$ cat config.mk
export PLATFORM = sky130hd
export DESIGN_NAME = ccf_framer
export DESIGN_NICKNAME = d
export VERILOG_FILES = /design/src/include/ccf_pkg.sv /design/src/logic/ccf_framer.sv
export SDC_FILE = /design/constraint.sdc
export NUM_CORES = 1
export LEC_CHECK = 0
export ABC_CLOCK_PERIOD_IN_PS = 6000
export BUFFER_PORTS_ARGS = -buffer_cell sky130_fd_sc_hd__buf_2
export CORE_ASPECT_RATIO = 0.7
export CORE_MARGIN = 10
export CORE_UTILIZATION = 30
export CTS_BUF_LIST = sky130_fd_sc_hd__clkbuf_2 sky130_fd_sc_hd__clkbuf_4 sky130_fd_sc_hd__clkbuf_8
export CTS_CLUSTER_SIZE = 20
export DETAILED_ROUTE_END_ITERATION = 8
export HOLD_SLACK_MARGIN = 0.02
export SLEW_MARGIN = 20
export SYNTH_ARGS = -nofsm -noshare
export SYNTH_HDL_FRONTEND = slang
export SYNTH_SLANG_ARGS = --single-unit
$ cat constraint.sdc
create_clock -name clk -period 6 [get_ports clk]
set_clock_uncertainty 0.05 [all_clocks]
set_input_delay 1.2 -clock clk [delete_from_list [all_inputs] [get_ports clk]]
set_output_delay 1.2 -clock clk [all_outputs]
set_load 0.03 [all_outputs]
$ cat src/include/ccf_pkg.sv
// Purpose: shared constants for the contactless receive collision framer
// Assumes: 50 MHz clock, Avalon-MM word addressing, 32-bit data
// Notes: register indices are word addresses on the bus
package ccf_pkg;

  // clock and bit timing
  localparam int CLK_HZ = 50_000_000;
  localparam int BIT_RATE_HZ = 105_938; // 13.56 MHz carrier divided by 128
  localparam int BIT_CYCLES = CLK_HZ / BIT_RATE_HZ;
  localparam logic [9:0] BIT_DIV_LAST = 10'(BIT_CYCLES - 1);
  localparam logic [7:0] RX_PREP_COUNTS = 8'h03; // last counts that warm up the receiver

  // command codes
  localparam logic [7:0] CMD_IDLE = 8'h00;
  localparam logic [7:0] CMD_TRANSCEIVE = 8'h1E;

  // register word addresses
  localparam logic [3:0] REG_COMMAND = 4'h0;
  localparam logic [3:0] REG_MAIN_STATUS = 4'h1;
  localparam logic [3:0] REG_ERROR = 4'h2;
  localparam logic [3:0] REG_COLL_POS = 4'h3;
  localparam logic [3:0] REG_PARTIAL_BYTE = 4'h4;
  localparam logic [3:0] REG_THRESHOLD = 4'h5;
  localparam logic [3:0] REG_CONTROL = 4'h6;
  localparam logic [3:0] REG_TIMING = 4'h7;

  // field positions
  localparam int ERR_FRAME_BIT = 0;
  localparam int ERR_PARITY_BIT = 1;
  localparam int ERR_CRC_BIT = 2;
  localparam int ERR_COLL_BIT = 3;
  localparam int CTL_PARITY_EN_BIT = 0;
  localparam int CTL_PARITY_ODD_BIT = 1;
  localparam int CTL_CRC_EN_BIT = 2;
  localparam int CTL_ZERO_FILL_BIT = 3;
  localparam int PB_OFFSET_LSB = 4;
  localparam int TH_MIN_LEVEL_LSB = 4;
  localparam int TM_PHASE_LSB = 8;
  localparam int MS_DONE_BIT = 3;

  // reset values
  localparam logic [3:0] COLL_LEVEL_RST = 4'h4;
  localparam logic [3:0] MIN_LEVEL_RST = 4'h8;
  localparam logic [3:0] CONTROL_RST = 4'h3;
  localparam logic [7:0] RX_DELAY_RST = 8'h06;
  localparam logic [7:0] PHASE_RST = 8'h00;

  // checksum: reflected 16-bit polynomial, preset and good residue
  localparam logic [15:0] CRC_POLY = 16'h8408;
  localparam logic [15:0] CRC_PRESET = 16'h6363;
  localparam logic [15:0] CRC_GOOD = 16'h0000;

  // link_state codes seen by software
  localparam logic [2:0] LS_IDLE = 3'h0;
  localparam logic [2:0] LS_TX_SOF = 3'h1;
  localparam logic [2:0] LS_TX_DATA = 3'h2;
  localparam logic [2:0] LS_TX_EOF = 3'h3;
  localparam logic [2:0] LS_GO_RX = 3'h4;
  localparam logic [2:0] LS_WAIT_DELAY = 3'h5;
  localparam logic [2:0] LS_ARMED = 3'h6;

  // sequencer states, gray along the usual path from ST_IDLE to ST_RX_FINISH
  typedef enum logic [3:0] {
    ST_IDLE = 4'h0,
    ST_TX_SOF = 4'h1,
    ST_TX_DATA = 4'h3,
    ST_TX_EOF = 4'h2,
    ST_RX_START = 4'h6,
    ST_RX_DELAY = 4'h7,
    ST_RX_ARMED = 4'h5,
    ST_RX_DATA = 4'h4,
    ST_RX_FINISH = 4'hC
  } ccf_state_type;

endpackage : ccf_pkg

$ cat src/logic/ccf_framer.sv
// Purpose: transceive sequencer and receive framer with bit-collision handling
// Assumes: demodulator strobes arrive on clk; FIFOs are outside this block
// Notes:
// Functional notes
// - both halves modulated means bit collision
// - weaker half above collision_level flags collision
// - collision on parity bit flags parity error
// - keep receiving; collided bit decodes as one
// - zero fill forces later bits to zero
// - first collision position: start 0, LSB 1
// - parity bits never advance the position count
// - start pattern collision: frame error, no data
// - bit offset places first bits mid-byte
// - bit offset clears itself when reception ends
// - report valid bits of final byte
// - with offset, first parity bit unchecked
// - missing start pattern flags frame error
// - bad or too short checksum flags error
// - wrong parity bit flags parity error
// - command 1Eh transmits then receives, software only
// - receive delay and phase shift steer timing
// - link_state codes for idle and transmit phases
// - link_state codes for receive phases
// - delay counts per bit; last three prepare
// - end pattern or weak signal ends reception
//
// The address map and the Avalon-MM slave port were decided locally.
`timescale 1ns/100ps
module ccf_framer
  import ccf_pkg::*;
(
  // clock and reset
  input wire logic clk,
  input wire logic rst,
  // avalon-mm register slave
  input wire logic [3:0] avs_address,
  input wire logic avs_read,
  input wire logic avs_write,
  input wire logic [31:0] avs_writedata,
  output logic [31:0] avs_readdata,
  output logic avs_waitrequest,
  // transmit fifo read side
  input wire logic tx_fifo_empty,
  input wire logic [7:0] tx_fifo_data,
  output logic tx_fifo_pop,
  // modulator
  output logic tx_bit,
  output logic tx_active,
  // demodulator, one strobe per received bit period
  input wire logic demod_bit_valid,
  input wire logic [3:0] demod_amp_first,
  input wire logic [3:0] demod_amp_second,
  input wire logic demod_end_pattern,
  output logic rx_prepare,
  output logic rx_enable,
  // receive fifo write side
  output logic rx_fifo_write,
  output logic [7:0] rx_fifo_data,
  // end of reception notice
  output logic receive_done_request
);

  // configuration and status registers
  logic [7:0] command_q, receive_delay_q, tx_rx_phase_shift_q, collision_position_q;
  logic [3:0] collision_level_q, min_signal_level_q;
  logic parity_check_enable_q, parity_odd_q, crc_enable_q, zero_fill_after_collision_q;
  logic [2:0] receive_bit_offset_q, receive_valid_last_bits_q;
  logic frame_error_flag_q, parity_error_flag_q, checksum_error_flag_q;
  logic collision_error_flag_q, done_seen_q;

  // sequencer and datapath state
  ccf_state_type state_q;
  logic [9:0] div_q;
  logic tx_tick, rx_tick, tx_have_q, tx_par_q;
  logic [7:0] delay_q, tx_shift_q, rx_shift_q, rx_pos_q;
  logic [3:0] tx_cnt_q, rx_cnt_q;
  logic rx_par_wait_q, rx_sof_q, rx_discard_q, rx_first_q, coll_seen_q;
  logic [15:0] crc_q;
  logic [1:0] byte_cnt_q;

  // bus handshake
  logic bus_req, bus_take, wr_take, start_cmd;
  assign bus_req = avs_read | avs_write;
  assign bus_take = bus_req & ~avs_waitrequest;
  assign wr_take = bus_take & avs_write;
  // only a software write of the code starts the combined command
  assign start_cmd = wr_take && avs_address == REG_COMMAND
    && avs_writedata[7:0] == CMD_TRANSCEIVE && state_q == ST_IDLE;

  // one update of the reflected checksum by a byte
  function automatic logic [15:0] crc_byte(input logic [15:0] c, input logic [7:0] b);
    logic [15:0] r;
    r = c ^ {8'h00, b};
    for (int i = 0; i < 8; i++) begin
      r = r[0] ? ((r >> 1) ^ CRC_POLY) : (r >> 1);
    end
    return r;
  endfunction : crc_byte

  // bit decode of the current demodulator strobe
  logic mod_first, mod_second, bit_coll, raw_bit, bit_val, sig_lost;
  logic [3:0] weak_amp;
  always_comb begin
    mod_first = demod_amp_first > min_signal_level_q;
    mod_second = demod_amp_second > min_signal_level_q;
    weak_amp = (demod_amp_first < demod_amp_second) ? demod_amp_first : demod_amp_second;
    bit_coll = mod_first && mod_second && (weak_amp > collision_level_q);
    // a collided bit decodes as one, otherwise the stronger half wins
    raw_bit = bit_coll ? 1'b1 : (demod_amp_first >= demod_amp_second);
    bit_val = (zero_fill_after_collision_q && coll_seen_q) ? 1'b0 : raw_bit;
    sig_lost = !mod_first && !mod_second;
  end

  // receive bit events and the end condition
  logic rx_bit, rx_end, is_parity, par_expect;
  // the first modulated strobe while armed is the start pattern itself
  assign rx_bit = demod_bit_valid && !sig_lost
    && (state_q == ST_RX_ARMED || state_q == ST_RX_DATA);
  assign rx_end = state_q == ST_RX_DATA
    && (demod_end_pattern || (demod_bit_valid && sig_lost));
  assign is_parity = rx_par_wait_q;
  assign par_expect = (^rx_shift_q) ^ parity_odd_q;

  // bus slave: one wait cycle, then the answer stands for one cycle
  always_ff @(posedge clk) begin
    if (rst) begin
      avs_waitrequest <= 1'b1;
      avs_readdata <= 32'h0000_0000;
    end else if (bus_req && avs_waitrequest) begin
      avs_waitrequest <= 1'b0;
      avs_readdata <= 32'h0000_0000;
      if (avs_read) begin
        unique case (avs_address)
          REG_COMMAND: avs_readdata[7:0] <= command_q;
          REG_MAIN_STATUS: avs_readdata[3:0] <= {done_seen_q, link_code(state_q)};
          REG_ERROR: avs_readdata[3:0] <= {collision_error_flag_q, checksum_error_flag_q,
                                           parity_error_flag_q, frame_error_flag_q};
          REG_COLL_POS: avs_readdata[7:0] <= collision_position_q;
          REG_PARTIAL_BYTE: avs_readdata[7:0] <= {1'b0, receive_bit_offset_q,
                                                  1'b0, receive_valid_last_bits_q};
          REG_THRESHOLD: avs_readdata[7:0] <= {min_signal_level_q, collision_level_q};
          REG_CONTROL: avs_readdata[3:0] <= {zero_fill_after_collision_q, crc_enable_q,
                                             parity_odd_q, parity_check_enable_q};
          REG_TIMING: avs_readdata[15:0] <= {tx_rx_phase_shift_q, receive_delay_q};
          default: avs_readdata <= 32'h0000_0000; // unmapped words read zero
        endcase
      end
    end else begin
      avs_waitrequest <= 1'b1;
    end
  end

  // link_state encoding of the sequencer state
  function automatic logic [2:0] link_code(input ccf_state_type s);
    unique case (s)
      ST_IDLE: return LS_IDLE;
      ST_TX_SOF: return LS_TX_SOF;
      ST_TX_DATA: return LS_TX_DATA;
      ST_TX_EOF: return LS_TX_EOF;
      ST_RX_START, ST_RX_FINISH: return LS_GO_RX;
      ST_RX_DELAY: return LS_WAIT_DELAY;
      ST_RX_ARMED, ST_RX_DATA: return LS_ARMED;
      default: return LS_IDLE;
    endcase
  endfunction : link_code

  // software configuration writes
  always_ff @(posedge clk) begin
    if (rst) begin
      collision_level_q <= COLL_LEVEL_RST;
      min_signal_level_q <= MIN_LEVEL_RST;
      {zero_fill_after_collision_q, crc_enable_q, parity_odd_q, parity_check_enable_q}
        <= CONTROL_RST;
      receive_delay_q <= RX_DELAY_RST;
      tx_rx_phase_shift_q <= PHASE_RST;
    end else if (wr_take) begin
      unique case (avs_address)
        REG_THRESHOLD: {min_signal_level_q, collision_level_q} <= avs_writedata[7:0];
        REG_CONTROL: begin
          parity_check_enable_q <= avs_writedata[CTL_PARITY_EN_BIT];
          parity_odd_q <= avs_writedata[CTL_PARITY_ODD_BIT];
          crc_enable_q <= avs_writedata[CTL_CRC_EN_BIT];
          zero_fill_after_collision_q <= avs_writedata[CTL_ZERO_FILL_BIT];
        end
        REG_TIMING: begin
          receive_delay_q <= avs_writedata[7:0];
          tx_rx_phase_shift_q <= avs_writedata[TM_PHASE_LSB +: 8];
        end
        default: ;
      endcase
    end
  end

  // bit offset: software sets it, end of reception clears it
  always_ff @(posedge clk) begin
    if (rst) begin
      receive_bit_offset_q <= 3'h0;
    end else if (state_q == ST_RX_FINISH) begin
      receive_bit_offset_q <= 3'h0;
    end else if (wr_take && avs_address == REG_PARTIAL_BYTE) begin
      receive_bit_offset_q <= avs_writedata[PB_OFFSET_LSB +: 3];
    end
  end

  // bit clock divider, restarted by a start so the start bit gets a whole period;
  // the receive tick lags by the phase shift
  always_ff @(posedge clk) begin
    if (rst || start_cmd || div_q == BIT_DIV_LAST) begin
      div_q <= 10'h000;
    end else begin
      div_q <= div_q + 10'h001;
    end
  end
  assign tx_tick = div_q == BIT_DIV_LAST;
  assign rx_tick = div_q == {2'b00, tx_rx_phase_shift_q};

  // command register and sequencer
  always_ff @(posedge clk) begin
    if (rst) begin
      state_q <= ST_IDLE;
      command_q <= CMD_IDLE;
      delay_q <= 8'h00;
    end else if (wr_take && avs_address == REG_COMMAND && avs_writedata[7:0] == CMD_IDLE) begin
      // software abort returns at once
      state_q <= ST_IDLE;
      command_q <= CMD_IDLE;
    end else begin
      if (start_cmd) begin
        command_q <= CMD_TRANSCEIVE;
      end
      unique case (state_q)
        ST_IDLE: if (start_cmd) state_q <= ST_TX_SOF;
        ST_TX_SOF: if (tx_tick) state_q <= ST_TX_DATA;
        ST_TX_DATA: if (tx_tick && !tx_have_q && tx_fifo_empty) state_q <= ST_TX_EOF;
        ST_TX_EOF: if (tx_tick) state_q <= ST_RX_START;
        ST_RX_START: begin
          state_q <= ST_RX_DELAY;
          delay_q <= receive_delay_q;
        end
        ST_RX_DELAY: begin
          // counts down once per bit, armed on reaching zero
          if (delay_q == 8'h00) begin
            state_q <= ST_RX_ARMED;
          end else if (rx_tick) begin
            delay_q <= delay_q - 8'h01;
          end
        end
        ST_RX_ARMED: if (demod_bit_valid && !sig_lost) state_q <= ST_RX_DATA;
        ST_RX_DATA: if (rx_end) state_q <= ST_RX_FINISH;
        ST_RX_FINISH: begin
          state_q <= ST_IDLE;
          command_q <= CMD_IDLE;
        end
        default: state_q <= ST_IDLE;
      endcase
    end
  end

  // transmitter: start bit, bytes with optional parity, end bit
  always_ff @(posedge clk) begin
    if (rst || state_q == ST_IDLE) begin
      tx_bit <= 1'b0;
      tx_fifo_pop <= 1'b0;
      tx_have_q <= 1'b0;
      tx_cnt_q <= 4'h0;
      tx_shift_q <= 8'h00;
      tx_par_q <= 1'b0;
    end else begin
      tx_fifo_pop <= 1'b0;
      if (tx_tick) begin
        unique case (state_q)
          ST_TX_SOF: tx_bit <= 1'b1;
          ST_TX_DATA: begin
            if (tx_have_q && tx_cnt_q < 4'h8) begin
              tx_bit <= tx_shift_q[0];
              tx_shift_q <= tx_shift_q >> 1;
              tx_cnt_q <= tx_cnt_q + 4'h1;
              if (tx_cnt_q == 4'h7 && !parity_check_enable_q) tx_have_q <= 1'b0;
            end else if (tx_have_q) begin
              tx_bit <= tx_par_q;
              tx_have_q <= 1'b0;
            end else if (!tx_fifo_empty) begin
              // next byte goes out from this bit on, bit 0 first
              tx_bit <= tx_fifo_data[0];
              tx_shift_q <= tx_fifo_data >> 1;
              tx_par_q <= (^tx_fifo_data) ^ parity_odd_q;
              tx_cnt_q <= 4'h1;
              tx_have_q <= 1'b1;
              tx_fifo_pop <= 1'b1;
            end
          end
          ST_TX_EOF: tx_bit <= 1'b0;
          default: tx_bit <= 1'b0;
        endcase
      end
    end
  end

  // receive framing, packing, parity, checksum and collision bookkeeping
  always_ff @(posedge clk) begin
    if (rst || state_q == ST_RX_START) begin
      // reset or fresh frame: only the newest frame is reported
      {frame_error_flag_q, parity_error_flag_q, checksum_error_flag_q} <= 3'h0;
      collision_error_flag_q <= 1'b0;
      collision_position_q <= 8'h00;
      receive_valid_last_bits_q <= 3'h0;
      rx_shift_q <= 8'h00;
      rx_cnt_q <= {1'b0, receive_bit_offset_q};
      {rx_par_wait_q, rx_discard_q, coll_seen_q} <= 3'h0;
      rx_sof_q <= 1'b1;
      rx_first_q <= 1'b1;
      rx_pos_q <= 8'h00;
      crc_q <= CRC_PRESET;
      byte_cnt_q <= 2'h0;
      rx_fifo_write <= 1'b0;
      rx_fifo_data <= 8'h00;
    end else begin
      rx_fifo_write <= 1'b0;
      if (rx_bit) begin
        if (bit_coll) begin
          collision_error_flag_q <= 1'b1;
          coll_seen_q <= 1'b1;
          if (!coll_seen_q && !is_parity) begin
            collision_position_q <= rx_pos_q;
          end
        end
        if (rx_sof_q) begin
          rx_sof_q <= 1'b0;
          rx_pos_q <= 8'h01;
          // no clean start pattern: flag it and keep data out of the fifo
          if (bit_coll || !raw_bit) begin
            frame_error_flag_q <= 1'b1;
            rx_discard_q <= 1'b1;
          end
        end else if (is_parity) begin
          rx_par_wait_q <= 1'b0; // position count untouched
          if (!(rx_first_q && receive_bit_offset_q != 3'h0)) begin
            if (bit_coll || bit_val != par_expect) parity_error_flag_q <= 1'b1;
          end
          rx_first_q <= 1'b0;
          rx_cnt_q <= 4'h0;
          rx_shift_q <= 8'h00; // a short last byte must carry no stale bits
          if (!rx_discard_q) begin
            rx_fifo_write <= 1'b1;
            rx_fifo_data <= rx_shift_q;
            crc_q <= crc_byte(crc_q, rx_shift_q);
            if (byte_cnt_q != 2'h3) byte_cnt_q <= byte_cnt_q + 2'h1;
          end
        end else begin
          rx_shift_q[rx_cnt_q[2:0]] <= bit_val;
          rx_pos_q <= rx_pos_q + 8'h01;
          if (rx_cnt_q == 4'h7) begin
            if (parity_check_enable_q) begin
              rx_par_wait_q <= 1'b1;
              rx_cnt_q <= 4'h8;
            end else begin
              // byte complete with no parity slot: forward it now
              rx_cnt_q <= 4'h0;
              rx_first_q <= 1'b0;
              rx_shift_q <= 8'h00;
              if (!rx_discard_q) begin
                rx_fifo_write <= 1'b1;
                rx_fifo_data <= {bit_val, rx_shift_q[6:0]};
                crc_q <= crc_byte(crc_q, {bit_val, rx_shift_q[6:0]});
                if (byte_cnt_q != 2'h3) byte_cnt_q <= byte_cnt_q + 2'h1;
              end
            end
          end else begin
            rx_cnt_q <= rx_cnt_q + 4'h1;
          end
        end
      end else if (rx_end) begin
        // flush a partly filled last byte and report its valid bits
        if (!rx_discard_q && !rx_sof_q && (rx_par_wait_q || rx_cnt_q != 4'h0)) begin
          rx_fifo_write <= 1'b1;
          rx_fifo_data <= rx_shift_q;
        end
        receive_valid_last_bits_q <= rx_par_wait_q ? 3'h0 : rx_cnt_q[2:0];
        if (crc_enable_q && !rx_discard_q) begin
          // short frames cannot hold the checksum at all
          if (byte_cnt_q < 2'h2 || crc_q != CRC_GOOD) checksum_error_flag_q <= 1'b1;
        end
        if (rx_sof_q) frame_error_flag_q <= 1'b1;
      end
    end
  end

  // pin-facing strobes and end-of-reception notice
  always_ff @(posedge clk) begin
    if (rst) begin
      tx_active <= 1'b0;
      rx_prepare <= 1'b0;
      rx_enable <= 1'b0;
      receive_done_request <= 1'b0;
      done_seen_q <= 1'b0;
    end else begin
      tx_active <= state_q == ST_TX_SOF || state_q == ST_TX_DATA || state_q == ST_TX_EOF;
      // analogue front end warms up over the last counts of the delay
      rx_prepare <= state_q == ST_RX_DELAY && delay_q != 8'h00
        && delay_q <= RX_PREP_COUNTS;
      rx_enable <= state_q == ST_RX_ARMED || state_q == ST_RX_DATA;
      receive_done_request <= state_q == ST_RX_FINISH;
      if (state_q == ST_RX_FINISH) begin
        done_seen_q <= 1'b1;
      end else if (start_cmd) begin
        done_seen_q <= 1'b0;
      end
    end
  end

endmodule : ccf_framer
# Word level (Yosys, flattened, before mapping)
# Memory sizes are Yosys's and may differ from the RTL's. A register that Yosys moved wholly into a read port is not among the register bits.
# Index checks and enable logic that the tools add are counted.
# classes
n_addsub	6
n_lt_le_gt_ge	10
n_reduce_logical	90
bitwise_logic	34
eq_ne	45
muxes	106
# ops
operator	count
16-bit two-way mux	22
8-bit two-way mux	20
4-bit two-way mux	16
4-bit one-hot mux with 8 select lines	2
2-bit NOT with 3-bit output	16
4-bit by 3-bit equality test with 1-bit output (second input constant)	10
1-bit two-way mux	32
16-bit by 8-bit XOR with 16-bit output	2
1-bit logical AND	26
2-bit != test (second input constant)	13
4-bit one-hot mux with 5 select lines	1
4-bit AND reduction	5
2-bit AND reduction	9
4-bit by 2-bit equality test with 1-bit output (second input constant)	4
8-bit zero test	2
2-bit by 1-bit != test with 1-bit output (second input constant)	8
8-bit one-hot mux with 2 select lines	1
16-bit nonzero test	1
8-bit parity	2
5-bit AND reduction	3
4-bit greater-than comparator	3
1-bit logical OR	12
3-bit two-way mux	4
2-bit nonzero test	6
40 further kinds	71
# totals
rom_bits	48
inputBits	59
output_inout_bits	48
elab_cells	336
n_memories	1
regBits	174
# mem_list
memory	depth	word_bits	read_ports	rd_ports_with_merged_regs	wr	line	rtl
(name not given)	16	3	1	1	0	ccf_framer.sv:155	unique case (s)

# Logic depth before layout (Yosys ltp)
# depth
word_depth	27
ltp_mapped	15
mapped_depth_nobuf	14

# Worst setup path after synthesis
# OpenSTA, ideal clock, no wires.
# synth_path
path_type	input port to flip-flop
from	in demod_amp_second[1]
to	reg rx_shift_q[0]
setup_slack_ns	1.785
setup_ns	0.101
t_required_ns	5.849
t_arrival_ns	4.064
stages	13
cell_sequence	inv_1 > ha_1 > nor2b_1 > o31ai_1 > nor2b_1 > mux2i_1 > ha_1 > and4_1 > nor3_1 > and3_1 > o21ai_1 > or4_1 > o41ai_1
# synth_via
elab_chain_len	10
elab_cells_between_ends	19
# synth_rtl
element	line	rtl
start, declared	ccf_framer.sv:52	input wire logic [3:0] demod_amp_second,
4-bit less-than comparator	ccf_framer.sv:106	weak_amp = (demod_amp_first < demod_amp_second) ? demod_amp_first : demod_amp_second;
4-bit two-way mux	ccf_framer.sv:106	
4-bit greater-than comparator	ccf_framer.sv:107	bit_coll = mod_first && mod_second && (weak_amp > collision_level_q);
1-bit logical AND	ccf_framer.sv:107	
1-bit two-way mux	ccf_framer.sv:109	raw_bit = bit_coll ? 1'b1 : (demod_amp_first >= demod_amp_second);
1-bit two-way mux	ccf_framer.sv:110	bit_val = (zero_fill_after_collision_q && coll_seen_q) ? 1'b0 : raw_bit;
8-bit bitwise mux	ccf_framer.sv:350	rx_shift_q[rx_cnt_q[2:0]] <= bit_val;
8-bit two-way mux	ccf_framer.sv:353	if (parity_check_enable_q) begin
8-bit two-way mux	ccf_framer.sv:352	if (rx_cnt_q == 4'h7) begin
8-bit two-way mux	ccf_framer.sv:335	end else if (is_parity) begin
end signal, assigned by index	ccf_framer.sv:350	
end, declared	ccf_framer.sv:75	logic [7:0] delay_q, tx_shift_q, rx_shift_q, rx_pos_q;
# Several ways; a longest one is shown, not always the timed one.
# A chain may end at the register's enable or synchronous reset.

# Final worst setup path
# layout_path
from	in demod_amp_first[1]
to	reg rx_shift_q[0]
# layout_via
elab_chain_len	10
elab_cells_between_ends	19
# layout_rtl
element	line	rtl
start, declared	ccf_framer.sv:51	input wire logic [3:0] demod_amp_first,
4-bit less-than comparator	ccf_framer.sv:106	
4-bit two-way mux	ccf_framer.sv:106	
4-bit greater-than comparator	ccf_framer.sv:107	
1-bit logical AND	ccf_framer.sv:107	
1-bit two-way mux	ccf_framer.sv:109	
1-bit two-way mux	ccf_framer.sv:110	
8-bit bitwise mux	ccf_framer.sv:350	
8-bit two-way mux	ccf_framer.sv:353	
8-bit two-way mux	ccf_framer.sv:352	
8-bit two-way mux	ccf_framer.sv:335	
# Several ways; a longest one is shown, not always the timed one.

==> results.md <==
* Max Clock Freq at 228 MHz
* Synthesis Warnings at 0
* Clk slew on worst S/H paths at 0.08 ns
* Worst rel slew slack at 33.2%
* Status: complete, no violations
* Final min period at 4.39 ns
* Die height at 159 microns
* Die Wd at 219 microns
* Wire length per cell at 16.8 microns
* Top-level I/O count at 107
* CP bufs+invs at 1
* Hold_sp: rx_fifo_data[0]$_SDFFE_PP0P_
* Asr flop ratio synth at 0%
* Clk_lat worst skew at 0.46 ns
* R2r startpoint: min_signal_level_q[2]$_SDFFE_PP0P_
* Mapped Area at 8280 sq um
* CP max FO at 5
* Hold EP: rx_fifo_data[0]$_SDFFE_PP0P_
* Flip-flop and latch count after synthesis at 160
* Largest net degree at the start of global routing at 60
* Via-per-instance ratio at 5.11
* # hold bufs at CTS at 0
* Total Wirelength at 23300 microns
* Multi-input logic area at 4680 sq um
* Final core utilization at 34.6%
* Drt pass-1 iters at 5
* Critical Path Max Stage Delay at 0.53 ns
* Die area at 34800 sq um
* HP Class: reg2reg
* Post-CTS Setup Repair Bufs at 0
* Worst Path Arrival at 4.70 ns
* Power Total at 2.09 mW
* Fin Setup TNS at 0 ns
* Avg Inst Size Synth at 8.63 sq um
* Cell Pwr Density at 225 nW/um^2
* ANT nets after route at 0
* Residual DRC at 0
* 1st-iter DRT viols at 523
* Clock Path Buffers at 2
* Vias in the first global route at 6439
* Sequential cell area at 3230 sq um
* CTS sink cnt at 160
* RSZ-0062 raised after global routing: false
* Synth unique cells at 78
* Worst path slowest cell: or4_1
* Endpoints failing hold at 0
* Crit share post-route at 73.2%
* Primary FF master, synth: dfxtp_1
* Core area at 27000 sq um
* Seq/Total Area, Yosys at 39.0%
* Initial core utilization at 30.7%
* Req. time, crit path at 6.30 ns
* Leak at 3.56 nW
* Worst R2R Setup Slack at 2.55 ns
* Critical Path End Type: register
* Global-route wire length before repair at 37300 microns
* I/O Buffers at 74
* Resized cells post-CTS at 0
* Crit-path cells: buf_2 > ha_1 > nor2b_1 > o31ai_1 > nor2b_1 > mux2i_1 > ha_1 > and4_1 > nor3_1 > and3_1 > o21ai_1 > or4_1 > o41ai_1
* Hold Path Depth at 2
* Htree depth at 4
* Post-DP HPWL at 17600 microns
* Antenna violations before repair at 2
* Slew Limit Fails at 0
* Worst setup SP type: input pin
* Num CTS Buffers at 17
* EDFF count, synth at 3
* Peak supply drop at 0.148 mV
* Worst Max-Slew Pin Slew at 0.994 ns
* Delay-heaviest family, CP: simple AND/OR/NAND/NOR gates
* GRT Residual Overflow at 0
* Via Count at 7075
* Crit path kind: in2reg
* Placement Rows at 50
* Fin nets at 1091
* Layout cell share with drive strength beyond 1 at 14.4%
* Fillcell total at 2798
* Synth Instances at 960
* Gr usage total at 13.3%
* CTS tree: yes
* Worst reg-to-reg path cell count at 9
* Max Cap Viol at 0
* CTS Root Cell: clkbuf_8
* Area Growth Syn to Fin at 12.5%
* # setup viols final at 0
* Routability Congestion at 0.841
* Reg2reg end: crc_q[3]$_SDFFE_PP0P_
==> through the flow <==
stage	instances	hold WS (ns)	setup WS (ns)	area [sq um]
floorplan	975	0.379	1.78	8340
global placement	1350	0.398	1.28	8890
detailed placement	1350	0.400	1.09	8890
CTS	1382	0.413	1.61	9310
global route	1382	0.443	1.29	9320
finish	1384	0.411	1.61	9320
==> how the worst max path moves through the flow <==
stage | start | to | slack [ns] | depth (start not counted)
4_1_cts | demod_amp_first[1] | rx_shift_q[0]$_SDFFE_PP0P_ | 1.61 | 13
2_1_floorplan | demod_amp_second[1] | rx_shift_q[0]$_SDFFE_PP0P_ | 1.78 | 13
3_5_place_dp | demod_amp_second[1] | rx_shift_q[0]$_SDFFE_PP0P_ | 1.09 | 14
5_1_grt | demod_amp_second[1] | rx_shift_q[0]$_SDFFE_PP0P_ | 1.29 | 14
3_3_place_gp | demod_amp_first[1] | rx_shift_q[0]$_SDFFE_PP0P_ | 1.28 | 13
6_report | demod_amp_first[1] | rx_shift_q[0]$_SDFFE_PP0P_ | 1.61 | 13
==> final cells by class <==
cell class	instances	share of cell area [%]
tap	364	4.89
clock inverter	10	1.45
clock buffer	22	3.05
sequential	160	34.7
timing repair buffer	80	4.46
antenna	2	0.0537
multi-input combinational	717	50.3
inverter	29	1.17
==> placed cells by master (no fill, tap or decap), types with 12 or more instances in the layout <==
master      n
nand2_1    78
conb_1     16
ha_1       27
xnor2_1    47
o21ai_0    40
nand3_1    32
buf_2      74
a21oi_1    45
a22oi_1    18
nand4_1    16
dfxtp_1   157
inv_1      29
o211ai_1   14
mux2i_1    47
clkbuf_8   19
xor2_1     12
nor3_1     22
nor2_1    138
==> power breakdown <==
group	internal [mW]	leakage [nW]	switching [mW]	total (mW)
logic	0.0543	2.04	0.107	0.162
clock network	0.446	0.217	0.404	0.850
registers	1.07	1.30	0.0112	1.08
total	1.57	3.56	0.523	2.09
==> worst reg2reg max path, cell delays in order, from the launching register on <==
cell and delay, ns:
dfxtp_1 0.33, inv_1 0.08, ha_1 0.33, and3b_1 0.19, a2111oi_2 0.06, o22ai_2 0.47
nand4_1 0.70, nor3_1 0.90, o21ai_0 0.15, a21oi_1 0.14
==> registers in the layout, indices dropped and copies added (netlist names), 2 cells and up, named ones only <==
signal,flops
avs_readdata,16
state_q,4
rx_fifo_data,8
receive_bit_offset_q,3
receive_valid_last_bits_q,3
tx_rx_phase_shift_q,8
crc_q,16
rx_cnt_q,4
byte_cnt_q,2
delay_q,8
rx_pos_q,8
collision_level_q,4
rx_shift_q,8
div_q,10
tx_shift_q,7
receive_delay_q,8
min_signal_level_q,4
tx_cnt_q,4
collision_position_q,8
==> cells in the mapped netlist (12+ instances only) <==
cell / count / area (sq um)
dfxtp_1: 157 / 3140
nor2_1: 138 / 518
nand2_1: 78 / 293
mux2i_1: 47 / 470
xnor2_1: 47 / 412
a21oi_1: 45 / 225
o21ai_0: 40 / 200
clkbuf_1: 36 / 135
nand3_1: 32 / 160
inv_1: 29 / 109
ha_1: 27 / 338
nor3_1: 22 / 110
a22oi_1: 18 / 135
buf_4: 16 / 120
nand4_1: 16 / 100
o211ai_1: 14 / 105
a31oi_1: 12 / 75.1
xor2_1: 12 / 105
==> cell families after synthesis <==
| logic type | share of synthesized area (%) |
|---|---|
| DFF | 39.0 |
| muxes | 7.58 |
| AOI/OAI and AO/OA | 16.1 |
| buffers and inverters | 5.56 |
| other | 0.0453 |
| xor gates and xnor gates | 6.92 |
| adders and majority gates | 4.08 |
| and+or+nand+nor | 20.7 |
==> layer usage <==
layer / vias up / wire length [microns] / global-route usage, %
met4: 0 / 176 / 2.61
met2: 198 / 9320 / 17.9
met1: 3385 / 12000 / 20.1
met3: 17 / 1720 / 3.77
met5: - / 0 / 0
li1: 3475 / - / -
No activity file was read; power rests on OpenSTA's default activity.
